<file path="config.mk">
export PLATFORM = sky130hd
export DESIGN_NAME = dbc_regs
export DESIGN_NICKNAME = d
export VERILOG_FILES = /design/src/hw/dbc_pkg.sv /design/src/hw/dbc_boot_if.sv /design/src/hw/dbc_boot_loader.sv /design/src/hw/dbc_regs.sv
export VERILOG_INCLUDE_DIRS = /design/src /design/src/hw
export SDC_FILE = /design/constraint.sdc
export NUM_CORES = 1
export LEC_CHECK = 0
export ABC_AREA = 1
export CORE_UTILIZATION = 30
export DETAILED_ROUTE_END_ITERATION = 10
export DONT_BUFFER_PORTS = 1
export HOLD_SLACK_MARGIN = 0.03
export PLACE_DENSITY = 0.55
export SLEW_MARGIN = 20
export SYNTH_ARGS = -nofsm -noshare
export SYNTH_HDL_FRONTEND = slang
export SYNTH_SLANG_ARGS = --single-unit
</file>
<file path="constraint.sdc">
create_clock -name ref_clk_i -period 3.3 [get_ports ref_clk_i]
set_input_delay 0.66 -clock ref_clk_i [delete_from_list [all_inputs] [get_ports ref_clk_i]]
set_output_delay 0.66 -clock ref_clk_i [all_outputs]
set_load 0.1 [all_outputs]
</file>
<file path="src/hw/dbc_cfg.svh">
/*
  Offsets, field positions, reset values and counts of the converter
  control register bank. Assumes inclusion by bare name from design files.
*/
`ifndef DBC_CFG_SVH
`define DBC_CFG_SVH

`define DBC_ADDR_W 8
`define DBC_DATA_W 8
`define DBC_OFS_FIRST_LIMIT_RAMP 8'h03
`define DBC_OFS_SECOND_CONTROL 8'h04
`define DBC_OFS_SECOND_LIMIT_RAMP 8'h05
`define DBC_RST_SECOND_CONTROL 8'h08
`define DBC_RST_SECOND_LIMIT_RAMP 8'h1A
`define DBC_RST_FIRST_RAMP 3'h2
`define DBC_RST_ILIM 3'h3
`define DBC_RST_SECOND_RAMP 3'h2
`define DBC_CTRL_MASK 8'hFF
`define DBC_LR_MASK 8'hFF
`define DBC_BIT_ON 0
`define DBC_BIT_GATE_LO 1
`define DBC_BIT_GATE_HI 2
`define DBC_BIT_DISCHARGE 3
`define DBC_BIT_FORCED_PWM 4
`define DBC_BIT_RAMP_LO 0
`define DBC_BIT_RAMP_HI 2
`define DBC_BIT_ILIM_LO 3
`define DBC_BIT_ILIM_HI 5
`define DBC_GATE_BIT_ONLY 2'h0
`define DBC_BOOT_SETTLE 2'h2

`endif

</file>
<file path="src/hw/dbc_pkg.sv">
/*
  Types shared by the converter control bank and its start-up loader.
  Assumes the configuration header is compiled alongside.
*/
package dbc_pkg;

  typedef enum logic [1:0] {
    DBC_BT_WAIT = 2'b00,
    DBC_BT_LOAD = 2'b01,
    DBC_BT_DONE = 2'b10
  } dbc_boot_e;

  typedef logic [2:0] dbc_code3_t;
  typedef logic [1:0] dbc_gate_t;

endpackage

</file>
<file path="src/hw/dbc_boot_if.sv">
/*
  Interface carrying start-up defaults from the loader to the bank.
  Assumes one clock shared by both ends.
*/
`timescale 1ns/100ps
`default_nettype none

interface dbc_boot_if;
  import dbc_pkg::*;
  logic load;
  logic done;
  logic mode;
  dbc_gate_t gating;
  logic enable;
  dbc_code3_t first_ramp;
  dbc_code3_t second_ramp;

  modport src (
    output load, done, mode, gating, enable, first_ramp, second_ramp
  );
  modport snk (
    input load, done, mode, gating, enable, first_ramp, second_ramp
  );
endinterface

`default_nettype wire

</file>
<file path="src/hw/dbc_boot_loader.sv">
/*
  Start-up loader: synchronises the one-time-programmed default levels
  and hands them to the bank once, a few cycles after reset release.
  Assumes the default levels are static after power-up.
*/
`timescale 1ns/100ps
`default_nettype none
`include "dbc_cfg.svh"

module dbc_boot_loader
  import dbc_pkg::*;
(
  input wire logic ref_clk_i,
  input wire logic reset_i,
  input wire logic [9:0] otp_bits_i,
  dbc_boot_if.src boot
);

  logic [9:0] otp_meta_ff;
  logic [9:0] otp_sync_ff;
  dbc_boot_e state_ff;
  dbc_boot_e nxt_state;
  logic [1:0] cnt_ff;
  logic [1:0] nxt_cnt;

  // Two flops before any logic reads the levels.
  always_ff @(posedge ref_clk_i) begin
    otp_meta_ff <= otp_bits_i;
    otp_sync_ff <= otp_meta_ff;
  end

  always_comb begin
    nxt_state = state_ff;
    nxt_cnt = cnt_ff;
    case (state_ff)
      DBC_BT_WAIT: begin
        nxt_cnt = cnt_ff + 2'h1;
        if (cnt_ff == `DBC_BOOT_SETTLE) begin
          nxt_state = DBC_BT_LOAD;
        end
      end
      DBC_BT_LOAD: begin
        nxt_state = DBC_BT_DONE;
      end
      default: begin
        nxt_state = DBC_BT_DONE;
      end
    endcase
  end

  always_ff @(posedge ref_clk_i) begin
    if (reset_i) begin
      state_ff <= DBC_BT_WAIT;
      cnt_ff <= 2'h0;
    end else begin
      state_ff <= nxt_state;
      cnt_ff <= nxt_cnt;
    end
  end

  assign boot.load = (state_ff == DBC_BT_LOAD);
  assign boot.done = (state_ff == DBC_BT_DONE);
  assign boot.mode = otp_sync_ff[9];
  assign boot.gating = otp_sync_ff[8:7];
  assign boot.enable = otp_sync_ff[6];
  assign boot.first_ramp = otp_sync_ff[5:3];
  assign boot.second_ramp = otp_sync_ff[2:0];

endmodule

`default_nettype wire

</file>
<file path="src/hw/dbc_regs.sv">
/*
  Control register bank of the second step-down converter, plus the ramp
  field of the first converter. Plain register port, enable-pin gating.
  Assumes enable pins and default levels are asynchronous to ref_clk_i.
*/
// Our own choice: the strobed register port.
`timescale 1ns/100ps
`default_nettype none
`include "dbc_cfg.svh"

module dbc_regs
  import dbc_pkg::*;
(
  input wire logic ref_clk_i,
  input wire logic reset_i,
  input wire logic [7:0] addr_i,
  input wire logic [7:0] wr_data_i,
  input wire logic wr_i,
  input wire logic rd_i,
  input wire logic [2:0] en_pin_i,
  input wire logic [9:0] otp_bits_i,
  output logic [7:0] rd_data_o,
  output logic boot_done_o,
  output logic second_converter_on_o,
  output logic second_forced_pulse_width_o,
  output logic second_discharge_resistor_on_o,
  output logic [2:0] second_peak_current_limit_o,
  output logic [2:0] second_ramp_rate_sel_o,
  output logic [2:0] first_ramp_rate_sel_o
);

  dbc_boot_if boot ();

  dbc_boot_loader u_boot (
    .ref_clk_i(ref_clk_i),
    .reset_i(reset_i),
    .otp_bits_i(otp_bits_i),
    .boot(boot)
  );

  logic [2:0] pin_meta_ff;
  logic [2:0] pin_sync_ff;

  // Synchronise each enable pin.
  genvar gi;
  generate
    for (gi = 0; gi < 3; gi = gi + 1) begin : g_pin
      always_ff @(posedge ref_clk_i) begin
        pin_meta_ff[gi] <= en_pin_i[gi];
        pin_sync_ff[gi] <= pin_meta_ff[gi];
      end
    end
  endgenerate

  logic [7:0] ctrl_ff;
  logic [7:0] nxt_ctrl;
  logic [7:0] lr_ff;
  logic [7:0] nxt_lr;
  dbc_code3_t ramp0_ff;
  dbc_code3_t nxt_ramp0;
  logic [7:0] rd_data_ff;
  logic [7:0] nxt_rd_data;
  logic on_ff;
  logic nxt_on;
  logic fpwm_ff;
  logic dis_ff;
  logic nxt_dis;
  logic done_ff;
  logic [2:0] ilim_ff;
  dbc_code3_t ramp1_ff;
  dbc_code3_t ramp0_out_ff;
  logic gate_pin;
  dbc_gate_t gate_sel;

  always_comb begin
    nxt_ctrl = ctrl_ff;
    nxt_lr = lr_ff;
    nxt_ramp0 = ramp0_ff;
    // Stored registers, reserved codes kept as written.
    // no code check
    if (wr_i) begin
      if (addr_i == `DBC_OFS_FIRST_LIMIT_RAMP) begin
        nxt_ramp0 = wr_data_i[`DBC_BIT_RAMP_HI:`DBC_BIT_RAMP_LO];
      end else if (addr_i == `DBC_OFS_SECOND_CONTROL) begin
        nxt_ctrl = wr_data_i & `DBC_CTRL_MASK;
      end else if (addr_i == `DBC_OFS_SECOND_LIMIT_RAMP) begin
        nxt_lr = wr_data_i & `DBC_LR_MASK;
      end
    end
    // Start-up defaults override fields once.
    // default field load
    if (boot.load) begin
      nxt_ctrl[`DBC_BIT_FORCED_PWM] = boot.mode;
      nxt_ctrl[`DBC_BIT_GATE_HI:`DBC_BIT_GATE_LO] = boot.gating;
      nxt_ctrl[`DBC_BIT_ON] = boot.enable;
      nxt_ramp0 = boot.first_ramp;
      nxt_lr[`DBC_BIT_RAMP_HI:`DBC_BIT_RAMP_LO] = boot.second_ramp;
    end
  end

  always_comb begin
    nxt_rd_data = 8'h00;
    if (rd_i) begin
      if (addr_i == `DBC_OFS_FIRST_LIMIT_RAMP) begin
        nxt_rd_data = {5'h00, ramp0_ff};
      end else if (addr_i == `DBC_OFS_SECOND_CONTROL) begin
        nxt_rd_data = ctrl_ff;
      end else if (addr_i == `DBC_OFS_SECOND_LIMIT_RAMP) begin
        nxt_rd_data = lr_ff;
      end
    end
  end

  always_comb begin
    gate_sel = ctrl_ff[`DBC_BIT_GATE_HI:`DBC_BIT_GATE_LO];
    if (gate_sel == `DBC_GATE_BIT_ONLY) begin
      gate_pin = 1'b1;
    end else begin
      gate_pin = pin_sync_ff[gate_sel - 2'h1];
    end
    nxt_on = ctrl_ff[`DBC_BIT_ON] & gate_pin;
    nxt_dis = ctrl_ff[`DBC_BIT_DISCHARGE] & ~nxt_on;
  end

  always_ff @(posedge ref_clk_i) begin
    if (reset_i) begin
      ctrl_ff <= `DBC_RST_SECOND_CONTROL;
      lr_ff <= `DBC_RST_SECOND_LIMIT_RAMP;
      ramp0_ff <= `DBC_RST_FIRST_RAMP;
      rd_data_ff <= 8'h00;
      on_ff <= 1'b0;
      fpwm_ff <= 1'b0;
      dis_ff <= 1'b1;
      done_ff <= 1'b0;
      ilim_ff <= `DBC_RST_ILIM;
      ramp1_ff <= `DBC_RST_SECOND_RAMP;
      ramp0_out_ff <= `DBC_RST_FIRST_RAMP;
    end else begin
      ctrl_ff <= nxt_ctrl;
      lr_ff <= nxt_lr;
      ramp0_ff <= nxt_ramp0;
      rd_data_ff <= nxt_rd_data;
      on_ff <= nxt_on;
      fpwm_ff <= ctrl_ff[`DBC_BIT_FORCED_PWM];
      dis_ff <= nxt_dis;
      done_ff <= boot.done;
      ilim_ff <= lr_ff[`DBC_BIT_ILIM_HI:`DBC_BIT_ILIM_LO];
      ramp1_ff <= lr_ff[`DBC_BIT_RAMP_HI:`DBC_BIT_RAMP_LO];
      ramp0_out_ff <= ramp0_ff;
    end
  end

  assign rd_data_o = rd_data_ff;
  assign boot_done_o = done_ff;
  assign second_converter_on_o = on_ff;
  assign second_forced_pulse_width_o = fpwm_ff;
  assign second_discharge_resistor_on_o = dis_ff;
  assign second_peak_current_limit_o = ilim_ff;
  assign second_ramp_rate_sel_o = ramp1_ff;
  assign first_ramp_rate_sel_o = ramp0_out_ff;
endmodule

`default_nettype wire

</file>
## Word level (Yosys, flattened, before mapping)

Index checks and enable logic that the tools add are counted.
W data, S select, Z words.

| storage, ports and cells | value |
|---|---|
| flip-flop bits (word level) | 70 |
| latch bits | 0 |
| RAM bits | 0 |
| ROM bits | 0 |
| input bits | 33 |
| output and inout port bits | 21 |
| logic and storage cells | 79 |
| memories | 0 |

| operators by class | value |
|---|---|
| add/subtract/negate cells | 2 |
| multipliers | 0 |
| divide/modulo/power cells | 0 |
| $lt $le $gt $ge | 1 |
| equal/unequal tests | 9 |
| shifts and indexed selects | 0 |
| mux-type cells | 21 |
| bitwise gates (word level) | 7 |
| reductions and logical operators | 14 |

Operators by type and width:

| operator | number |
|---|---|
| $mux W3 | 10 |
| $eq A8 B3 Y1 const B | 2 |
| $mux W8 | 2 |
| $mux W5 | 3 |
| $eq A8 B2 Y1 const B | 1 |
| $reduce_and A4 Y1 | 2 |
| $reduce_bool A2 Y1 | 4 |
| $reduce_and A3 Y1 | 2 |
| $not A1 Y1 | 5 |
| $eq A2 B2 Y1 const B | 2 |
| $logic_not A2 Y1 | 2 |
| $mux W2 | 2 |
| $ne A2 B2 Y1 const B | 2 |
| $reduce_or A2 Y1 | 2 |
| $lt A2 B3 Y1 const B | 1 |
| $mux W1 | 3 |
| $reduce_or A3 Y1 | 1 |
| $add A2 B1 Y2 const B | 1 |
| $and A1 B1 Y1 | 2 |
| $bmux W1 S2 | 1 |
| $eq A2 B1 Y1 const B | 1 |
| $ne A2 B1 Y1 const B | 1 |
| $reduce_and A2 Y1 | 1 |
| $sub A2 B1 Y2 const B | 1 |

## Depth between registers and ports, before layout

Gate-level depths: netlist (run 1).

| depth | value |
|---|---|
| depth after elaboration | 7 |
| mapped depth | 9 |
| depth with buffers taken out | 9 |

## By module

From an unflattened synthesis (run 1), not the netlist that was laid out.

| unflattened totals | value |
|---|---|
| cell total of the unflattened synthesis | 281 |
| area total of the unflattened synthesis | 2378.5 sq um |

Modules (own cells, without submodules):

| module | times used | cells an instance | area an instance (sq um) | sequential area each (sq um) |
|---|---|---|---|---|
| dbc_regs | 1 | 238 | 1810.5 | 920.9 |
| dbc_boot_loader | 1 | 43 | 568.0 | 480.5 |

## Least setup slack after synthesis (run 1)

No wires, ideal clock.

| timing path | value |
|---|---|
| kind | reg-to-output |
| from | register done_ff (netlist: boot_done_o) |
| to | output boot_done_o |
| arrival time | 0.909 ns |
| data required time | 2.640 ns |
| setup slack | 1.731 ns |
| stages on the path, launching flop included | 1 |
| buffers on the path | 0 |
| cells stage by stage | dfxtp_1 |

RTL lines:

| what | RTL line | text |
|---|---|---|
| from (decl) | dbc_regs.sv:68 | `logic done_ff;` |
| from (signal assigned) | dbc_regs.sv:146 | `done_ff <= boot.done;` |
| to (decl) | dbc_regs.sv:23 | `output logic boot_done_o,` |

No word-level cell between the ends.

## Worst setup path in the final report (run 1)

| timing path | value |
|---|---|
| from | register ramp0_out_ff[1] (netlist: first_ramp_rate_sel_o[1]) |
| to | output first_ramp_rate_sel_o[1] |

RTL lines:

| what | RTL line | text |
|---|---|---|
| from (decl) | dbc_regs.sv:71 | `dbc_code3_t ramp0_out_ff;` |
| from (signal assigned) | dbc_regs.sv:137 | `` ramp0_out_ff <= `DBC_RST_FIRST_RAMP; `` |
| from (signal assigned) | dbc_regs.sv:149 | `ramp0_out_ff <= ramp0_ff;` |
| to (decl) | dbc_regs.sv:29 | `output logic [2:0] first_ramp_rate_sel_o` |

No word-level cell between the ends.

==> impl_metrics.env, run 1 <==
export IMPL_criticalPathCategory="flop to output port"
export IMPL_cell_internal_pwr_uw=1550
export IMPL_synth_fp_nets=316
export IMPL_timing_hold_worst_endpoint="u_boot.otp_sync_ff[2]$_DFF_P_"
export IMPL_met3WireLength_um=347
export IMPL_cts_setup_buffers=0
export IMPL_via_count=1690
export IMPL_layout_nets=320
export IMPL_core_area_mm2=0.00741
export IMPL_result_of_the_run="complete, no violations"
export IMPL_number_of_antenna_violations_at_the_first_check_in_global_routing=0
export IMPL_timing_rr_end="ctrl_ff[4]$_SDFFE_PP0P_"
export IMPL_synth_area_mm2=0.00234
export IMPL_p_sw_share_pct=24.1
export IMPL_top_level_ports=54
export IMPL_routed_via_density=4.34
export IMPL_fmaxAchievable_ghz=0.512
export IMPL_postCtsResizedCells=0
export IMPL_final_setup_skew_ps=8.32
export IMPL_met2RoutedLength_um=1960
export IMPL_total_switching_power_uw=491
export IMPL_antenna_violating_nets_post_route=0
export IMPL_detail_route_iter0_violations=110
export IMPL_max_cap_viol_count=0
export IMPL_synth_warnings=0
export IMPL_worstHoldStart="u_boot.otp_meta_ff[2]$_DFF_P_"
export IMPL_number_of_enable_type_register_cells_in_the_synthesized_netlist=0
export IMPL_synth_ff_latch_count=70
export IMPL_syn_to_final_growth_pct=15.1
export IMPL_grt_setup_unrepaired="false"
export IMPL_grt_max_degree=21
export IMPL_cts_reportedPaths_clkPinSlew_ps=70
export IMPL_sequentialPowerShare_pct=48.7
export IMPL_ys_async_sr_fraction_pct=0
export IMPL_met1Wirelength_um=2270
export IMPL_clock_path_buffers=2
export IMPL_rows=31
export IMPL_dpl_hpwl_um=3410
export IMPL_layout_drive_gt1_share_pct=8.97
export IMPL_crit_reg2reg_launch="u_boot.state_ff[1]$_SDFFE_PP0P_"
export IMPL_antenna_cells=0
export IMPL_finalSetupViolations=0
export IMPL_hold_viol_final=0
export IMPL_power_frac_clock_pct=44.4
export IMPL_floorplan_die_area_mm2=0.00815
export IMPL_detail_route_wirelength_um=4640
export IMPL_grt_pass1_wl_um=7600
export IMPL_drt_wirelength_per_cell_um=11.9
export IMPL_regToRegSetupSlack_ps=1660
export IMPL_crit_arrival_ps=1290
export IMPL_drt_first_pass_iters=4
export IMPL_crit_path_capture_type="output port"
export IMPL_port_buffer_count=0
export IMPL_die_w_um=90.3
export IMPL_cts_max_level=3
export IMPL_synthCells=281
export IMPL_first_global_vias=1533
export IMPL_start_util_pct=31.6
export IMPL_clkLatencyLatePin_ps=340
export IMPL_hold_path_depth=0
export IMPL_syn_avg_cell_area_um2=8.32
export IMPL_number_of_distinct_library_cells_after_synthesis=19
export IMPL_finalSetupTns_ps=0
export IMPL_cts_buffers_inserted=9
export IMPL_worst_ep_required_time_ps=2640
export IMPL_timing_slew_headroom_pct=36.3
export IMPL_finalMaxSlewViolations=0
export IMPL_yosys_most_used_dff="dfxtp_1"
export IMPL_gr_total_overflow=0
export IMPL_cts_hold_buffers_added=0
export IMPL_max_vdd_ir_drop_v=0.000535
export IMPL_tritoncts="yes"
export IMPL_reg2regPathDepth=6
export IMPL_power_combinational_fraction_pct=6.8
export IMPL_die_h_um=90.3
export IMPL_hold_class="flop to flop"
export IMPL_kind_of_start_point_of_the_critical_path="flop"
export IMPL_grt_usage_pct=12.3
export IMPL_pwr_cell_area_mw_per_mm2=757
export IMPL_totalPowerFinal_uw=2040
export IMPL_synth_sequential_area_ratio_pct=59.9
export IMPL_finalCritPeriodShare_pct=59.2
export IMPL_final_min_clock_period_ps=1950
export IMPL_highest_layer="met4"
export IMPL_cts_root_buf="clkbuf_8"
export IMPL_clock_sinks=70
export IMPL_gp_congestion=0.757
export IMPL_worstPathMaxFanout=1
export IMPL_worst_slew_pin_slew_ps=954
export IMPL_drt_drc_violations_left=0
export IMPL_static_leakage_power_uw=0.00118
[through the flow]
step                worst slack (ps)  util [%]  cell area (µm²)  hold slack, ps  cells
floorplan                       1730         -             2340             310    281
global placement                1520      32.7             2420             315    373
detailed placement              1530      32.7             2420             312    373
CTS                             1320      36.3             2690             322    389
global route                    1310      36.3             2690             311    389
finish                          1350      36.3             2690             328    389
[layout by cell type (no fill, tap or decap), types with 2 or more instances in the layout]
cell	netlist	final
a21oi_1	14	14
bufinv_16	0	4
clkbuf_8	0	10
dfxtp_1	70	70
ha_1	2	2
inv_1	36	36
nand2_1	72	72
nand2_2	4	4
nand3_1	13	13
nand4_1	5	5
nor2_1	35	35
nor2_2	4	4
nor2_4	2	2
nor3_1	2	2
o211ai_1	3	3
o21ai_0	10	10
[power by group through the flow]
stage	clock network (µW)	registers, µW	logic, µW
global route	971	998	164
CTS	934	994	140
floorplan	0	1010	117
global placement	0	1010	134
detailed placement	0	1010	139
finish	906	993	139
[area by class of cell]
cell class                      instances  area [µm²]
Clock inverter                          6         133
Inverter                               36         135
Tap cell                               99         124
Sequential cell                        70        1400
Fill cell                             769        4720
Clock buffer                           10         138
Multi-Input combinational cell        168         762
[registers in the layout, summed over array words and instances (netlist names), 2 cells and up]
name	count
second_ramp_rate_sel_o	3
pin_meta_ff	3
u_boot.otp_meta_ff	10
u_boot.otp_sync_ff	10
second_peak_current_limit_o	3
lr_ff	8
u_boot.cnt_ff	2
ctrl_ff	8
rd_data_o	8
ramp0_ff	3
first_ramp_rate_sel_o	3
pin_sync_ff	3
u_boot.state_ff	2
[cells in the mapped netlist, types with 2 or more instances]
library cell | number | share of area, %
nor2_1 | 35 | 5.6
a21oi_1 | 14 | 3.0
buf_2 | 5 | 1.1
o211ai_1 | 3 | 0.96
ha_1 | 2 | 1.1
o21ai_0 | 10 | 2.1
nor2_2 | 4 | 1.1
nor3_1 | 2 | 0.43
nand2_1 | 72 | 12
inv_1 | 36 | 5.8
nand2_2 | 4 | 1.1
dfxtp_1 | 70 | 60
nand4_1 | 5 | 1.3
nand3_1 | 13 | 2.8
nor2_4 | 2 | 0.96
[cells by family after synthesis]
group | share of synthesized area, %
buffers and inverters | 7.49
AO/OA/AOI/OAI | 6.69
adder cells (fa/ha/maj) | 1.07
AND/OR/NAND/NOR | 24.8
flip-flops | 59.9
[layer usage]
metal / up-vias / GRT usage [%]
met3: 7 / 5.72
li1: 880 / -
met2: 68 / 18.1
met4: 0 / 4.84
met1: 735 / 15.7
met5: - / 0
[worst max-delay path by stage]
stage | start | to | slack [ps] | cells after the start
6_report | first_ramp_rate_sel_o[1]$_SDFF_PP1_ | first_ramp_rate_sel_o[1] | 1350 | 0
5_1_grt | first_ramp_rate_sel_o[1]$_SDFF_PP1_ | first_ramp_rate_sel_o[1] | 1310 | 0
4_1_cts | first_ramp_rate_sel_o[1]$_SDFF_PP1_ | first_ramp_rate_sel_o[1] | 1320 | 0
3_5_place_dp | addr_i[5] | ctrl_ff[4]$_SDFFE_PP0P_ | 1530 | 7
3_3_place_gp | reset_i | rd_data_o[4]$_SDFF_PP0_ | 1520 | 5
2_1_floorplan | boot_done_o$_SDFF_PP0_ | boot_done_o | 1730 | 0
No activity file was read; power rests on OpenSTA's default activity.
==> run 2, diff against run 1 <==
Clock period 3.3 ns to 1.9 ns, I/O delays scaled along.
==> run 2 against run 1 <==
  * Sequential power up 61%
  * Count of clock-buffer cells in the layout unchanged
  * Flip-flop and latch count unchanged
  * Register-to-register slack lost 1100 ps
  * Design area grew 6.2%
  * Combinational power grew to 2.9 times the previous value
  * Via count is 5.8% higher
  * First-iteration DRC count decreased by 19%
  * Critical path type is now flop to flop
  * Critical endpoint is now second_discharge_resistor_on_o$_SDFF_PP1_
  * Largest cell class unchanged
  * Largest power group unchanged
==> impl_metrics.env, run 2 (synthesis gave the netlist of run 1 again) <==
export IMPL_crit_path_capture_type="flop"
export IMPL_clock_path_buffers=2
export IMPL_worst_path_stages=7
export IMPL_cts_max_level=3
export IMPL_final_min_clock_period_ps=1340
export IMPL_highest_layer="met4"
export IMPL_sequentialPowerShare_pct=49.0
export IMPL_hold_class="input port to flop"
export IMPL_criticalPathCategory="flop to flop"
export IMPL_reg2regPathDepth=7
export IMPL_met3WireLength_um=329
export IMPL_via_count=1788
export IMPL_worst_slew_pin_slew_ps=386
export IMPL_max_cap_viol_count=0
export IMPL_core_area_mm2=0.00741
export IMPL_drt_wirelength_per_cell_um=11.4
export IMPL_antenna_violating_nets_post_route=0
export IMPL_syn_to_final_growth_pct=22.3
export IMPL_gr_total_overflow=0
export IMPL_finish_instance_area_mm2=0.00286
export IMPL_detail_route_wirelength_um=4760
export IMPL_grt_setup_unrepaired="false"
export IMPL_power_frac_clock_pct=38.7
export IMPL_die_h_um=90.3
export IMPL_drt_first_pass_iters=4
export IMPL_finalSetupViolations=0
export IMPL_top_level_ports=54
export IMPL_met1Wirelength_um=2330
export IMPL_fmaxAchievable_ghz=0.745
export IMPL_met2RoutedLength_um=1990
export IMPL_finalSetupTns_ps=0
export IMPL_floorplan_die_area_mm2=0.00815
export IMPL_cts_reportedPaths_clkPinSlew_ps=70
export IMPL_cts_setup_buffers=0
export IMPL_dp_cells=396
export IMPL_detail_route_iter0_violations=89
export IMPL_die_w_um=90.3
export IMPL_worst_setup_path_endpoint="second_discharge_resistor_on_o$_SDFF_PP1_"
export IMPL_number_of_antenna_violations_at_the_first_check_in_global_routing=0
export IMPL_postCtsResizedCells=0
export IMPL_grt_max_degree=19
export IMPL_final_common_cell="nand2_1"
export IMPL_total_switching_power_uw=854
export IMPL_cp_cell_sequence="inv_1, ha_1, inv_1, nor2_1, o21ai_0, a21oi_1, nor2_1"
export IMPL_worst_path_largest_cell_delay_ps=380
export IMPL_cts_buffers_inserted=9
export IMPL_placed_cell_area_mm2=0.00259
export IMPL_top_regs="u_boot.otp_meta_ff x10, u_boot.otp_sync_ff x10"
export IMPL_clock_sinks=70
export IMPL_mostFrequentLayoutCells="72 x nand2_1, 70 x dfxtp_1, 36 x inv_1"
export IMPL_finalMaxSlewViolations=0
export IMPL_final_setup_skew_ps=6.12
export IMPL_crit_reg2reg_launch="ctrl_ff[1]$_SDFFE_PP0P_"
export IMPL_tritoncts="yes"
export IMPL_port_buffer_count=0
export IMPL_dpl_hpwl_um=3410
export IMPL_routed_via_density=4.29
export IMPL_worstHoldStart="otp_bits_i[0]"
export IMPL_cts_root_buf="clkbuf_8"
export IMPL_result_of_the_run="complete, no violations"
export IMPL_static_leakage_power_uw=0.00129
export IMPL_start_util_pct=31.6
export IMPL_layout_drive_gt1_share_pct=15.1
export IMPL_final_hold_worst_slack_ps=64.0
export IMPL_final_instance_count_excl_fill=417
export IMPL_cell_internal_pwr_uw=2420
export IMPL_grt_usage_pct=12.6
export IMPL_kind_of_start_point_of_the_critical_path="flop"
export IMPL_power_combinational_fraction_pct=12.2
export IMPL_hold_viol_final=0
export IMPL_sequential_cell_area_mm2=0.00140
export IMPL_worst_ep_required_time_ps=2130
export IMPL_p_sw_share_pct=26.1
export IMPL_regToRegSetupSlack_ps=560
export IMPL_max_vdd_ir_drop_v=0.000619
export IMPL_worstPathBufferInverterCount=2
export IMPL_fillerInstances=781
export IMPL_multi_input_comb_area_um2=762
export IMPL_worst_path_dominant_cell_family="flip-flops"
export IMPL_antenna_cells=0
export IMPL_rows=31
export IMPL_first_global_vias=1765
export IMPL_layout_nets=348
export IMPL_gp_congestion=0.757
export IMPL_pwr_cell_area_mw_per_mm2=1140
export IMPL_finalCritPeriodShare_pct=70.6
export IMPL_timing_slew_headroom_pct=74.0
export IMPL_clkLatencyLatePin_ps=340
export IMPL_grt_pass1_wl_um=7880
export IMPL_crit_arrival_ps=1580
export IMPL_timing_rr_end="second_discharge_resistor_on_o$_SDFF_PP1_"
export IMPL_final_core_utilization_pct=38.6
export IMPL_timing_critical_path_from="ctrl_ff[1]$_SDFFE_PP0P_"
export IMPL_drt_drc_violations_left=0
export IMPL_worstPathMaxFanout=4
export IMPL_critical_path_slowest_cell="dfxtp_1"
-- run 2: changes by cell type in the layout (fill, tap and decap cells not counted), sizes merged --
cell         previous run  this run
bufinv                  4         2
clkinv                  1         3
buf                     0        23
dlygate4sd3             0         5
-- run 2: routing by layer --
layer / track usage, % / up-vias
met1: 15.4 / 778
met5: 0 / -
met2: 19.1 / 64
met4: 5.78 / 0
li1: - / 936
met3: 5.22 / 10
-- run 2: stage by stage --
step,setup slack [ps],power [µW]
finish,558,3270
global placement,463,2020
floorplan,611,1950
detailed placement,441,2030
global route,436,3440
CTS,542,3320
-- run 2: power groups by stage --
stage               Combinational, µW  Sequential, µW  Clock, µW
global placement                  385            1640          0
floorplan                         203            1750          0
CTS                               397            1600       1320
detailed placement                394            1640          0
global route                      450            1610       1380
finish                            400            1600       1270
-- run 2: what timing repair did --
item,CTS,global route
setup endpoints to repair,0,0
endpoints found under the hold margin,1,4
hold buffers,1,4
-- run 2: layout make-up --
cell class / count / share of cell area (%)
Inverter: 36 / 4.73
Tap cell: 99 / 4.33
Clock inverter: 6 / 3.02
Sequential cell: 70 / 49.0
Clock buffer: 10 / 4.46
Timing Repair Buffer: 28 / 7.79
Multi-Input combinational cell: 168 / 26.7
-- run 2: how the worst min path moves through the flow --
stage                                    end  cells after the start
3_5_place_dp   u_boot.otp_sync_ff[9]$_DFF_P_                      0
2_1_floorplan         pin_sync_ff[0]$_DFF_P_                      0
5_1_grt        u_boot.otp_meta_ff[1]$_DFF_P_                      0
6_report       u_boot.otp_meta_ff[0]$_DFF_P_                      0
4_1_cts        u_boot.otp_meta_ff[3]$_DFF_P_                      0
3_3_place_gp   u_boot.otp_sync_ff[8]$_DFF_P_                      0
